**config.mk**
```make
export PLATFORM = sky130hd
export DESIGN_NAME = fwc_warmup
export DESIGN_NICKNAME = d
export VERILOG_FILES = /design/src/design/fwc_pkg.sv /design/src/design/fwc_sync.sv /design/src/design/fwc_warmup.sv
export SDC_FILE = /design/constraint.sdc
export NUM_CORES = 1
export LEC_CHECK = 0
export BUFFER_PORTS_ARGS = -buffer_cell sky130_fd_sc_hd__buf_2
export CORE_MARGIN = 4
export CORE_UTILIZATION = 35
export CTS_BUF_LIST = sky130_fd_sc_hd__clkbuf_8
export DETAILED_ROUTE_END_ITERATION = 10
export GPL_ROUTABILITY_DRIVEN = 0
export PLACE_DENSITY = 0.66
export SLEW_MARGIN = 10
export SYNTH_ARGS = -nofsm -noshare
export SYNTH_HDL_FRONTEND = slang
export SYNTH_HIERARCHICAL = 1
export SYNTH_SLANG_ARGS = --single-unit
```
**constraint.sdc**
```tcl
create_clock -name clock_i -period 3.4 [get_ports clock_i]
set_input_delay 0.51 -clock clock_i [delete_from_list [all_inputs] [get_ports clock_i]]
set_output_delay 0.51 -clock clock_i [all_outputs]
set_load 0.005 [all_outputs]
```
**src/design/fwc_pkg.sv**
```systemverilog
// fwc_pkg: register map, field positions, reset values and timing figures of the warm-up counter.
// assumes a 32-bit AHB-Lite register bus, word-aligned registers, one 250 MHz clock.
package fwc_pkg;
	// register byte offsets
	localparam logic [7:0] ADDR_UPPER_CTRL = 8'h00;
	localparam logic [7:0] ADDR_LOWER_CTRL = 8'h04;
	localparam logic [7:0] ADDR_COMPARE = 8'h08;
	localparam logic [7:0] ADDR_COUNT = 8'h0C;
	localparam logic [7:0] ADDR_STATUS = 8'h10;
	localparam logic [7:0] ADDR_MASK = 8'h14;
	localparam logic [7:0] ADDR_SYS_CLK = 8'h18;
	localparam int ADDR_LSB = 2;
	localparam int ADDR_MSB = 7;

	// upper_timer_ctrl fields, with lower control reset and mode values
	localparam int UPPER_RUN_BIT = 3;
	localparam logic [7:0] UPPER_CTRL_RST = 8'h00;
	localparam logic [7:0] LOWER_CTRL_RST = 8'h00;
	localparam logic [7:0] WARMUP_MODE_VAL = 8'h05;
	localparam logic [7:0] CASCADE_MODE_VAL = 8'h63;

	// compare register pair; low byte takes no part in matching
	localparam logic [15:0] COMPARE_RST = 16'h0000;
	localparam logic [15:0] COUNT_RST = 16'h0000;
	localparam logic [15:0] COUNT_ONE = 16'h0001;

	// status / mask layout
	localparam int MATCH_BIT = 0;
	localparam logic [0:0] STATUS_RST = 1'h0;
	localparam logic [0:0] MASK_RST = 1'h0;

	// system_clock_ctrl fields
	localparam int FAST_OSC_EN_BIT = 7;
	localparam int SLOW_OSC_EN_BIT = 6;
	localparam int CLK_SEL_BIT = 5;
	localparam logic [7:0] SYS_CLK_RST = 8'h40;

	// warm-up figures, in nanoseconds and in fast-oscillator ticks
	localparam int FAST_CLOCK_KHZ = 16000;
	localparam int MIN_WARMUP_NS = 16000;
	localparam int MAX_WARMUP_NS = 4080000;
	localparam logic [15:0] COMPARE_MIN = 16'h0100;
	localparam logic [15:0] COMPARE_MAX = 16'hFF00;
	// scaled in two steps: the plain product overflows a 32-bit int
	localparam int NS_PER_US = 1000;
	localparam int MIN_WARMUP_TICKS = (MIN_WARMUP_NS / NS_PER_US) * FAST_CLOCK_KHZ / NS_PER_US;
	localparam int MAX_WARMUP_TICKS = (MAX_WARMUP_NS / NS_PER_US) * FAST_CLOCK_KHZ / NS_PER_US;

	localparam logic [1:0] HTRANS_NONSEQ = 2'h2;
	localparam logic [1:0] HTRANS_SEQ = 2'h3;
	localparam logic [31:0] ZERO_WORD = 32'h0000_0000;
endpackage

```
**src/design/fwc_sync.sv**
```systemverilog
// fwc_sync: two-flop synchroniser for a level arriving from another clock.
// assumes the input may change at any time relative to clock_i.
`timescale 1ns/1ns
module fwc_sync
(
	input wire logic clock_i,
	input wire logic rst_n_i,
	input wire logic ce_i,
	input wire logic async_i,
	output logic sync_o
);
	logic meta_reg;
	logic meta_next;
	logic sync_reg;
	logic sync_next;

	always_comb
	begin
		meta_next = meta_reg;
		sync_next = sync_reg;
		if (ce_i)
		begin
			meta_next = async_i;
			sync_next = meta_reg;
		end
	end

	always_ff @(posedge clock_i or negedge rst_n_i)
	begin
		if (!rst_n_i)
		begin
			meta_reg <= 1'b0;
			sync_reg <= 1'b0;
		end
		else
		begin
			meta_reg <= meta_next;
			sync_reg <= sync_next;
		end
	end

	assign sync_o = sync_reg;
endmodule

```
**src/design/fwc_warmup.sv**
```systemverilog
// fwc_warmup: cascaded 16-bit warm-up counter with AHB-Lite registers and a match interrupt.
// assumes osc_tick_i toggles at the oscillator being warmed, far slower than clock_i.
//
// Our own choices: the AHB-Lite slave port and the register offsets.
`timescale 1ns/1ns
// What this block does
// - counter counts up once the upper run bit is written one
// - on match with compare value, counter clears and match flag sets; interrupt rises only if mask bit is set
// - compare 0100H gives shortest interval, 16 us of fast clock
// - compare FF00H gives longest interval, 4.08 ms of fast clock
// - matching uses only the upper eight compare bits
module fwc_warmup
	import fwc_pkg::*;
(
	input wire logic clock_i,
	input wire logic rst_n_i,
	input wire logic ce_i,
	input wire logic osc_tick_i,
	input wire logic hsel_i,
	input wire logic [31:0] haddr_i,
	input wire logic [1:0] htrans_i,
	input wire logic hwrite_i,
	input wire logic [2:0] hsize_i,
	input wire logic [31:0] hwdata_i,
	input wire logic hready_i,
	output logic [31:0] hrdata_o,
	output logic hreadyout_o,
	output logic hresp_o,
	output logic upper_timer_match_irq_o,
	output logic fast_osc_en_o,
	output logic slow_osc_en_o,
	output logic sys_clk_sel_o
);
	logic tick_sync;
	logic tick_prev_reg;
	logic tick_prev_next;
	logic tick_rise;

	logic [7:0] upper_ctrl_reg;
	logic [7:0] upper_ctrl_next;
	logic [7:0] lower_ctrl_reg;
	logic [7:0] lower_ctrl_next;
	logic [15:0] compare_reg;
	logic [15:0] compare_next;
	logic [15:0] count_reg;
	logic [15:0] count_next;
	logic [0:0] status_reg;
	logic [0:0] status_next;
	logic [0:0] mask_reg;
	logic [0:0] mask_next;
	logic [7:0] sys_clk_reg;
	logic [7:0] sys_clk_next;
	logic irq_reg;
	logic irq_next;

	logic wr_pend_reg;
	logic wr_pend_next;
	logic [ADDR_MSB:ADDR_LSB] wr_addr_reg;
	logic [ADDR_MSB:ADDR_LSB] wr_addr_next;
	logic [31:0] rdata_reg;
	logic [31:0] rdata_next;

	logic run;
	logic [15:0] count_inc;
	logic match;
	logic access;
	logic [ADDR_MSB:ADDR_LSB] a_idx;

	// oscillator tick crosses from the pin domain
	fwc_sync u_tick_sync
	(
		.clock_i(clock_i),
		.rst_n_i(rst_n_i),
		.ce_i(ce_i),
		.async_i(osc_tick_i),
		.sync_o(tick_sync)
	);

	assign tick_rise = tick_sync & ~tick_prev_reg;
	assign run = upper_ctrl_reg[UPPER_RUN_BIT];
	assign count_inc = count_reg + COUNT_ONE;
	assign match = run & tick_rise & (count_inc[15:8] == compare_reg[15:8]);
	assign access = hsel_i & hready_i & (htrans_i == HTRANS_NONSEQ | htrans_i == HTRANS_SEQ);
	assign a_idx = haddr_i[ADDR_MSB:ADDR_LSB];

	always_comb
	begin
		tick_prev_next = tick_sync;
		count_next = count_reg;
		// clear on match; interval equals compare high byte times 256 ticks
		if (!run)
		begin
			count_next = COUNT_RST;
		end
		else if (match)
		begin
			count_next = COUNT_RST;
		end
		else if (tick_rise)
		begin
			count_next = count_inc;
		end
	end

	// register bus: address phase captured, writes land in data phase
	always_comb
	begin
		wr_pend_next = access & hwrite_i;
		wr_addr_next = access ? a_idx : wr_addr_reg;
		rdata_next = ZERO_WORD;
		if (access & ~hwrite_i)
		begin
			unique case ({a_idx, 2'b00})
				ADDR_UPPER_CTRL: rdata_next[7:0] = upper_ctrl_reg;
				ADDR_LOWER_CTRL: rdata_next[7:0] = lower_ctrl_reg;
				ADDR_COMPARE: rdata_next[15:0] = compare_reg;
				ADDR_COUNT: rdata_next[15:0] = count_reg;
				ADDR_STATUS: rdata_next[MATCH_BIT] = status_reg[MATCH_BIT];
				ADDR_MASK: rdata_next[MATCH_BIT] = mask_reg[MATCH_BIT];
				ADDR_SYS_CLK: rdata_next[7:0] = sys_clk_reg;
				default: rdata_next = ZERO_WORD;
			endcase
		end
		upper_ctrl_next = upper_ctrl_reg;
		lower_ctrl_next = lower_ctrl_reg;
		compare_next = compare_reg;
		mask_next = mask_reg;
		sys_clk_next = sys_clk_reg;
		status_next = status_reg;
		if (wr_pend_reg)
		begin
			unique case ({wr_addr_reg, 2'b00})
				// start and stop through run bit
				ADDR_UPPER_CTRL: upper_ctrl_next = hwdata_i[7:0];
				ADDR_LOWER_CTRL: lower_ctrl_next = hwdata_i[7:0];
				ADDR_COMPARE: compare_next = hwdata_i[15:0];
				ADDR_MASK: mask_next = hwdata_i[MATCH_BIT +: 1];
				ADDR_STATUS: status_next = status_reg & ~hwdata_i[MATCH_BIT +: 1];
				ADDR_SYS_CLK: sys_clk_next = hwdata_i[7:0];
				default: status_next = status_reg;
			endcase
		end
		// match sets flag, winning over a same-cycle clear
		if (match)
		begin
			status_next[MATCH_BIT] = 1'b1;
		end
		irq_next = |(status_next & mask_next);
	end

	// whole block freezes while ce_i is low, bus included
	always_ff @(posedge clock_i or negedge rst_n_i)
	begin
		if (!rst_n_i)
		begin
			tick_prev_reg <= 1'b0;
			upper_ctrl_reg <= UPPER_CTRL_RST;
			lower_ctrl_reg <= LOWER_CTRL_RST;
			compare_reg <= COMPARE_RST;
			count_reg <= COUNT_RST;
			status_reg <= STATUS_RST;
			mask_reg <= MASK_RST;
			sys_clk_reg <= SYS_CLK_RST;
			irq_reg <= 1'b0;
			wr_pend_reg <= 1'b0;
			wr_addr_reg <= '0;
			rdata_reg <= ZERO_WORD;
		end
		else if (ce_i)
		begin
			tick_prev_reg <= tick_prev_next;
			upper_ctrl_reg <= upper_ctrl_next;
			lower_ctrl_reg <= lower_ctrl_next;
			compare_reg <= compare_next;
			count_reg <= count_next;
			status_reg <= status_next;
			mask_reg <= mask_next;
			sys_clk_reg <= sys_clk_next;
			irq_reg <= irq_next;
			wr_pend_reg <= wr_pend_next;
			wr_addr_reg <= wr_addr_next;
			rdata_reg <= rdata_next;
		end
	end

	assign hrdata_o = rdata_reg;
	// zero-wait slave, always OKAY
	assign hreadyout_o = 1'b1;
	assign hresp_o = 1'b0;
	assign upper_timer_match_irq_o = irq_reg;
	// clock select and oscillator enables are plain register bits
	assign fast_osc_en_o = sys_clk_reg[FAST_OSC_EN_BIT];
	assign slow_osc_en_o = sys_clk_reg[SLOW_OSC_EN_BIT];
	assign sys_clk_sel_o = sys_clk_reg[CLK_SEL_BIT];

	// assertion helper: a match seen, its next tick not yet arrived
	logic rerun_wait_reg;
	logic rerun_wait_next;

	always_comb
	begin
		rerun_wait_next = rerun_wait_reg;
		if (ce_i)
		begin
			rerun_wait_next = match | (rerun_wait_reg & ~tick_rise);
		end
	end

	always_ff @(posedge clock_i or negedge rst_n_i)
	begin
		if (!rst_n_i)
		begin
			rerun_wait_reg <= 1'b0;
		end
		else
		begin
			rerun_wait_reg <= rerun_wait_next;
		end
	end
endmodule

```
==> results of run 1 <==
## metal layers
metal / up-vias / GRT usage (%)
met5: - / 0
met4: 0 / 4.84
met3: 14 / 3.68
met2: 83 / 22.3
met1: 1498 / 18.8
li1: 1395 / -
## stage by stage
| step | total power [mW] | util [%] | setup slack [ns] | cells | hold WS, ns |
|---|---|---|---|---|---|
| 2_1_floorplan | 1.27 | - | 1.04 | 379 | 0.214 |
| 3_3_place_gp | 1.32 | 39.0 | 0.512 | 539 | 0.461 |
| 3_5_place_dp | 1.34 | 39.0 | 0.445 | 539 | 0.464 |
| 4_1_cts | 2.00 | 40.6 | 0.434 | 555 | 0.360 |
| 5_1_grt | 2.07 | 40.6 | 0.146 | 555 | 0.359 |
| 6_report | 1.98 | 40.6 | 0.428 | 555 | 0.333 |
## logic make-up (layout without fill, tap and decap cells)
group | Yosys count | in the layout
AO/OA/AOI/OAI | 83 | 83
other | 2 | 18
adder cells (fa/ha/maj) | 1 | 1
multiplexers | 52 | 52
buffers and inverters | 44 | 77
flip-flops | 85 | 85
AND/OR/NAND/NOR | 81 | 81
XOR/XNOR | 15 | 15
## Yosys cell counts, types with 2 or more instances
library cell   n  area (um2)
dfrtp_1       84        2100
mux2_2        50         563
nand2_1       22        82.6
buf_4         21         158
a22oi_1       16         120
a21oi_1       15        75.1
nor2_1        14        52.6
nand3_1       11        55.1
clkbuf_1      10        37.5
o2bb2ai_1     10        87.6
xnor2_1       10        87.6
a21o_1         9        67.6
o21ai_0        9        45.0
a222oi_1       8        80.1
inv_1          7        26.3
nand4_1        5        31.3
nor3_1         5        25.0
or3_1          5        31.3
nand3b_1       4        30.0
xor2_1         4        35.0
buf_2          3        15.0
o311ai_2       3        48.8
a221o_1        2        20.0
and4_1         2        17.5
conb_1         2        7.51
nand2b_1       2        12.5
nor3b_1        2        15.0
o21ai_1        2        10.0
## layout make-up
cell class                 instances  area, um2  share of cell area, %
clock buffer                      10        138                   2.91
clock inverter                     6       42.5                  0.899
inverter                           7       26.3                  0.555
multi-input combinational        250       1930                   40.9
sequential                        85       2130                   45.0
tap                              143        179                   3.78
timing repair buffer              54        285                   6.03
## power groups by stage
| stage | registers [mW] | logic (mW) | clock network [mW] |
|---|---|---|---|
| after floorplan | 1.13 | 0.136 | 0 |
| after global placement | 1.14 | 0.186 | 0 |
| after detailed placement | 1.14 | 0.192 | 0 |
| after CTS | 1.12 | 0.193 | 0.682 |
| after global routing | 1.13 | 0.213 | 0.727 |
| final | 1.13 | 0.190 | 0.666 |
## path summary, 6_finish.rpt
check	start	end	slack, ns	depth (start not counted)
max in group asynchronous	rst_n_i	count_reg[8]$_DFFE_PN0P_	2.39	1
max	count_reg[0]$_DFFE_PN0P_	count_reg[7]$_DFFE_PN0P_	0.43	7
min reg2reg	hrdata_o[5]$_DFFE_PN0P_	hrdata_o[5]$_DFFE_PN0P_	0.48	1
max reg2reg	count_reg[0]$_DFFE_PN0P_	count_reg[7]$_DFFE_PN0P_	0.43	7
min	rst_n_i	hrdata_o[12]$_DFFE_PN0P_	0.33	1
min in group clock_i	hwdata_i[11]	compare_reg[11]$_DFFE_PN0P_	0.38	2
## worst max-delay path, delay by kind of cell (launching register included)
| family | cells | cell delay, ns |
|---|---|---|
| and+or+nand+nor | 2 | 0.59 |
| adders and majority gates | 1 | 0.22 |
| DFF | 1 | 0.47 |
| AOI/OAI and AO/OA | 4 | 1.57 |
==> qor.yml, run 1 <==
core_area_mm2: 0.0117
antenna_found_initial: 0
hp-class: "primary input to async pin"
layout_common_cells: "dfrtp_1, mux2_2, buf_2"
critical-path-max-stage-delay_ns: 0.47
synthSimpleGateAreaFrac_pct: 10.4
period_share_pct: 87.4
worst_ep_arrival_time_ns: 3.21
p_leak_nw: 2.23
io_pins: 114
clock_power_share_pct: 33.6
min_period_ns: 2.97
tritoncts: "yes"
crit_path_max_fanout: 13
avgViaCountPerCell: 5.39
ys_types: 54
insertion_delay_ns: 0.36
start_util_pct: 36.5
synth_edf_count: 0
synth_mux_area_share_pct: 14.0
maxSlewViolCount: 0
cpMaxStageDelayCell: "dfrtp_1"
num_rows: 39
final_hold_viol_count: 0
ys_warn_count: 6
pwr-share-comb_pct: 9.6
synth_xor_area_share_pct: 3.53
slew_headroom_pct: 29.6
drt_first_pass_iters: 5
synth_compound_area_share_pct: 15.5
cts_buffers: 9
max-vdd-ir-drop_uv: 229
worstMarginPinSlew_ns: 1.06
top_layer: "met4"
dpl.hpwl_um: 6590
diodes: 0
placed_area_mm2: 0.00455
seq_area_frac_synth_pct: 50.0
yosys.area_share.adder_pct: 0.294
rsz0062_at_grt: "false"
post_cts_resized: 0
avgRoutedWirePerCell_um: 17.2
synth_area_mm2: 0.00425
die_area_mm2: 0.0140
p_switching_mw: 0.525
area_growth_pct: 11.3
setup_tns_ns: 0
io_buffers: 49
root_buffer: "clkbuf_8"
postSynth.asyncResetShare_pct: 100
die_h_um: 118
nets: 484
syn_area_per_cell_um2: 11.7
required_ns: 3.64
path_class: "flop to flop"
cts_hold_buffers: 0
drive_above_1_share_pct: 32.3
cts_max_level: 3
status: "finished, final reports clean"
p_per_area_mw_per_mm2: 419
fmax_mhz: 336
fp.dieW_um: 118
final_cell_area_mm2: 0.00473
synth_top_family_by_area: "compound AO/OA/AOI/OAI gates"
cts_sinks: 85
routedLengthMet1_um: 4350
grt_pass1_wl_um: 15800
fillers: 1102
final_common_cell: "dfrtp_1"
path_cells: "ha_1, nand3_1, or2_1, a211o_1, a2111oi_4, a21boi_1, a221o_1"
clk_path_buf_depth: 2
grt_pass1_vias: 2961
critPathLaunchType: "flop"
wl_um: 9560
cap_violations: 0
syn_inst: 363
setup_violations: 0
p_int_mw: 1.46
vias: 2990
ant_nets: 0
drc: 0
first_iter_violations: 228
ys_ff_latch: 85
grt_max_degree: 86
cts_setup_buffers: 0
track_usage_pct: 14.1
met3WireLength_um: 459
yosys_most_used_dff: "dfrtp_1"
skew_ns: 0.0155
clkTransAtPathRegs_ns: 0.08
swShare_pct: 26.5
met2WireLength_um: 4590
seq_power_share_pct: 56.8
cp-end-kind: "flop"
grt.overflow.total: 0
Power figures use the tool's default switching activity.
==> run 2, diff against run 1 <==
--- a/config.mk
+++ b/config.mk
@@ -5,13 +5,13 @@
 export SDC_FILE = /design/constraint.sdc
 export NUM_CORES = 1
 export LEC_CHECK = 0
-export BUFFER_PORTS_ARGS = -buffer_cell sky130_fd_sc_hd__buf_2
 export CORE_MARGIN = 4
 export CORE_UTILIZATION = 35
 export CTS_BUF_LIST = sky130_fd_sc_hd__clkbuf_8
 export DETAILED_ROUTE_END_ITERATION = 10
+export DONT_BUFFER_PORTS = 1
 export GPL_ROUTABILITY_DRIVEN = 0
-export PLACE_DENSITY = 0.66
+export PLACE_DENSITY = 0.58
 export SLEW_MARGIN = 10
 export SYNTH_ARGS = -nofsm -noshare
 export SYNTH_HDL_FRONTEND = slang
==> run 2 against run 1 <==
Utilization decreased by 1.7 points. Clock-buffer cell count decreased by 1. Clock power increased by 12%. Sequential power about the same. Combinational power decreased by 14%. Final cell count decreased by 8.6%. Total power increased by 2.5%. Highest routed layer unchanged. Sequential cell count unchanged. Via count decreased by 7.1%. Sequential share of layout area increased by 1.9 points.
==> qor.yml, run 2 (same netlist as run 1, synthesis figures left out) <==
status: "finished, final reports clean"
cts_max_level: 3  # unchanged
cpLargestDelayFamily: "compound AO/OA/AOI/OAI gates"
ant_nets: 0  # unchanged
dpl.hpwl_um: 6450  # -2.2%
timing.critical_path.mode_cell: "nand3_1"
drive_above_1_share_pct: 23.6  # -8.7 points
critPathLaunchType: "flop"
root_buffer: "clkbuf_8"
seq_power_share_pct: 55.4  # -1.4 points
tritoncts: "yes"
clock_power_share_pct: 36.6  # +3.0 points
fmax_mhz: 326  # -3.2%
worstMarginPinSlew_ns: 1.06  # +0.00613 ns
die_h_um: 118  # unchanged
post_cts_resized: 0  # unchanged
crit_path_max_fanout: 13  # unchanged
avgRoutedWirePerCell_um: 18.6  # +7.7%
cap_violations: 0  # unchanged
die_area_mm2: 0.0140  # unchanged
crit_buf_inv: 0  # unchanged
io_pins: 114  # unchanged
slew_headroom_pct: 29.0  # -0.56 points
diodes: 0  # unchanged
maxSlewViolCount: 0  # unchanged
antenna_found_initial: 0  # unchanged
wl_um: 9410  # -1.6%
setup_tns_ns: 0  # unchanged
skew_ns: 0.0143  # -0.00118 ns
cts_sinks: 85  # unchanged
clk_path_buf_depth: 2  # unchanged
core_area_mm2: 0.0117  # unchanged
area_growth_pct: 6.65
fp.dieW_um: 118  # unchanged
r2r_cells: 8  # +1
utilization_pct: 38.9  # -1.7 points
critical-path-max-stage-delay_ns: 0.81  # +0.34 ns
p_leak_nw: 2.02  # -9.3%
grt_pass1_vias: 2810  # -5.1%
grt.overflow.total: 0  # unchanged
pwr-share-comb_pct: 8.0  # -1.6 points
max-vdd-ir-drop_uv: 245  # +7.1%
drt_first_pass_iters: 4  # -1
cp-end-kind: "flop"
min_period_ns: 3.07  # +0.0973 ns
cts_buffers: 9  # unchanged
final_common_cell: "dfrtp_1"
nets: 436  # -9.9%
vias: 2777  # -7.1%
path_cells: "ha_1, nand3_1, nor3_1, nor2_1, o221a_2, a21boi_1, nand3_1, o311ai_2"
worst_ep_arrival_time_ns: 3.33  # +0.12 ns
rsz0062_at_grt: "false"
required_ns: 3.66  # +0.02 ns
track_usage_pct: 13.8  # -0.26 points
reg2reg_slack_ns: 0.33  # -0.10 ns
rr_startpoint: "count_reg[0]$_DFFE_PN0P_"
io_buffers: 0  # -100%
num_rows: 39  # unchanged
p_per_area_mw_per_mm2: 448  # +6.9%
path_class: "flop to flop"
start_util_pct: 36.5  # unchanged
grt_pass1_wl_um: 15400  # -2.3%
insertion_delay_ns: 0.36  # about the same
swShare_pct: 25.9  # -0.64 points
reg2reg_to: "count_reg[9]$_DFFE_PN0P_"
avgViaCountPerCell: 5.48  # +1.7%
cpMaxStageDelayCell: "a21boi_1"
period_share_pct: 90.3  # +2.9 points
hp-class: "primary input to async pin"
setup_violations: 0  # unchanged
p_switching_mw: 0.525  # about the same
first_iter_violations: 200  # -12%
p_int_mw: 1.51  # +3.4%
layout_common_cells: "dfrtp_1, mux2_2, nand2_1"
final_hold_viol_count: 0  # unchanged
drc: 0  # unchanged
grt_max_degree: 86  # unchanged
clkTransAtPathRegs_ns: 0.09  # about the same
## run 2: changes by cell type in the layout (fill, tap and decap cells not counted), sizes merged
cell and delta:
clkinv +1, buf -48, bufinv +1, clkbuf -1
inv -1
## run 2: through the flow
step | instances | hold WS [ns] | setup slack, ns | instance area (um2) | power, mW
final | 507 | 0.0395 | 0.331 | 4540 | 2.03
after global routing | 507 | 0.0437 | 0.132 | 4540 | 2.14
after CTS | 507 | 0.0404 | 0.392 | 4540 | 2.06
after detailed placement | 490 | 0.216 | 0.437 | 4300 | 1.28
after global placement | 490 | 0.216 | 0.470 | 4300 | 1.28
after floorplan | 379 | 0.214 | 1.04 | 4310 | 1.27
## run 2: worst max-delay path by stage
stage,start,end,slack [ns],cells past startpoint
6_report,count_reg[0]$_DFFE_PN0P_,count_reg[9]$_DFFE_PN0P_,0.33,8
4_1_cts,count_reg[0]$_DFFE_PN0P_,count_reg[13]$_DFFE_PN0P_,0.39,8
3_3_place_gp,count_reg[0]$_DFFE_PN0P_,count_reg[13]$_DFFE_PN0P_,0.47,8
2_1_floorplan,count_reg[0]$_DFFE_PN0P_,count_reg[1]$_DFFE_PN0P_,1.04,8
5_1_grt,count_reg[0]$_DFFE_PN0P_,count_reg[9]$_DFFE_PN0P_,0.13,8
3_5_place_dp,count_reg[0]$_DFFE_PN0P_,count_reg[15]$_DFFE_PN0P_,0.44,8
## run 2: final cells by class
type / instances / area (um2)
clock inverter: 7 / 80.1
inverter: 7 / 26.3
clock buffer: 9 / 124
timing repair buffer: 6 / 65.1
fill: 1111 / 7130
tap: 143 / 179
multi-input combinational: 250 / 1930
sequential: 85 / 2130
## run 2: timing repair
item | 4_1_cts | 5_1_grt
hold buffers | 1 | 0
hold endpoints to repair | 85 | 0
buffers inserted | 0 | 0
## run 2: power groups by stage
stage	registers (mW)	clock network [mW]	logic [mW]
after floorplan	1.13	0	0.136
after global placement	1.14	0	0.137
after detailed placement	1.14	0	0.140
after CTS	1.12	0.776	0.165
after global routing	1.13	0.824	0.183
final	1.12	0.743	0.163
## run 2: worst reg2reg max path, cell delays in order, from the launching register on
cell and delay [ns]:
dfrtp_1 0.50, ha_1 0.24, nand3_1 0.22, nor3_1 0.44, nor2_1 0.09, o221a_2 0.33
a21boi_1 0.81, nand3_1 0.21, o311ai_2 0.12
## run 2: routing by layer
metal	up-vias	share of wire, %	global-route usage, %
met5	-	0	0
met4	0	1.9	5.13
met3	15	5.0	4.01
met2	66	47	21.5
met1	1397	46	18.4
li1	1299	-	-
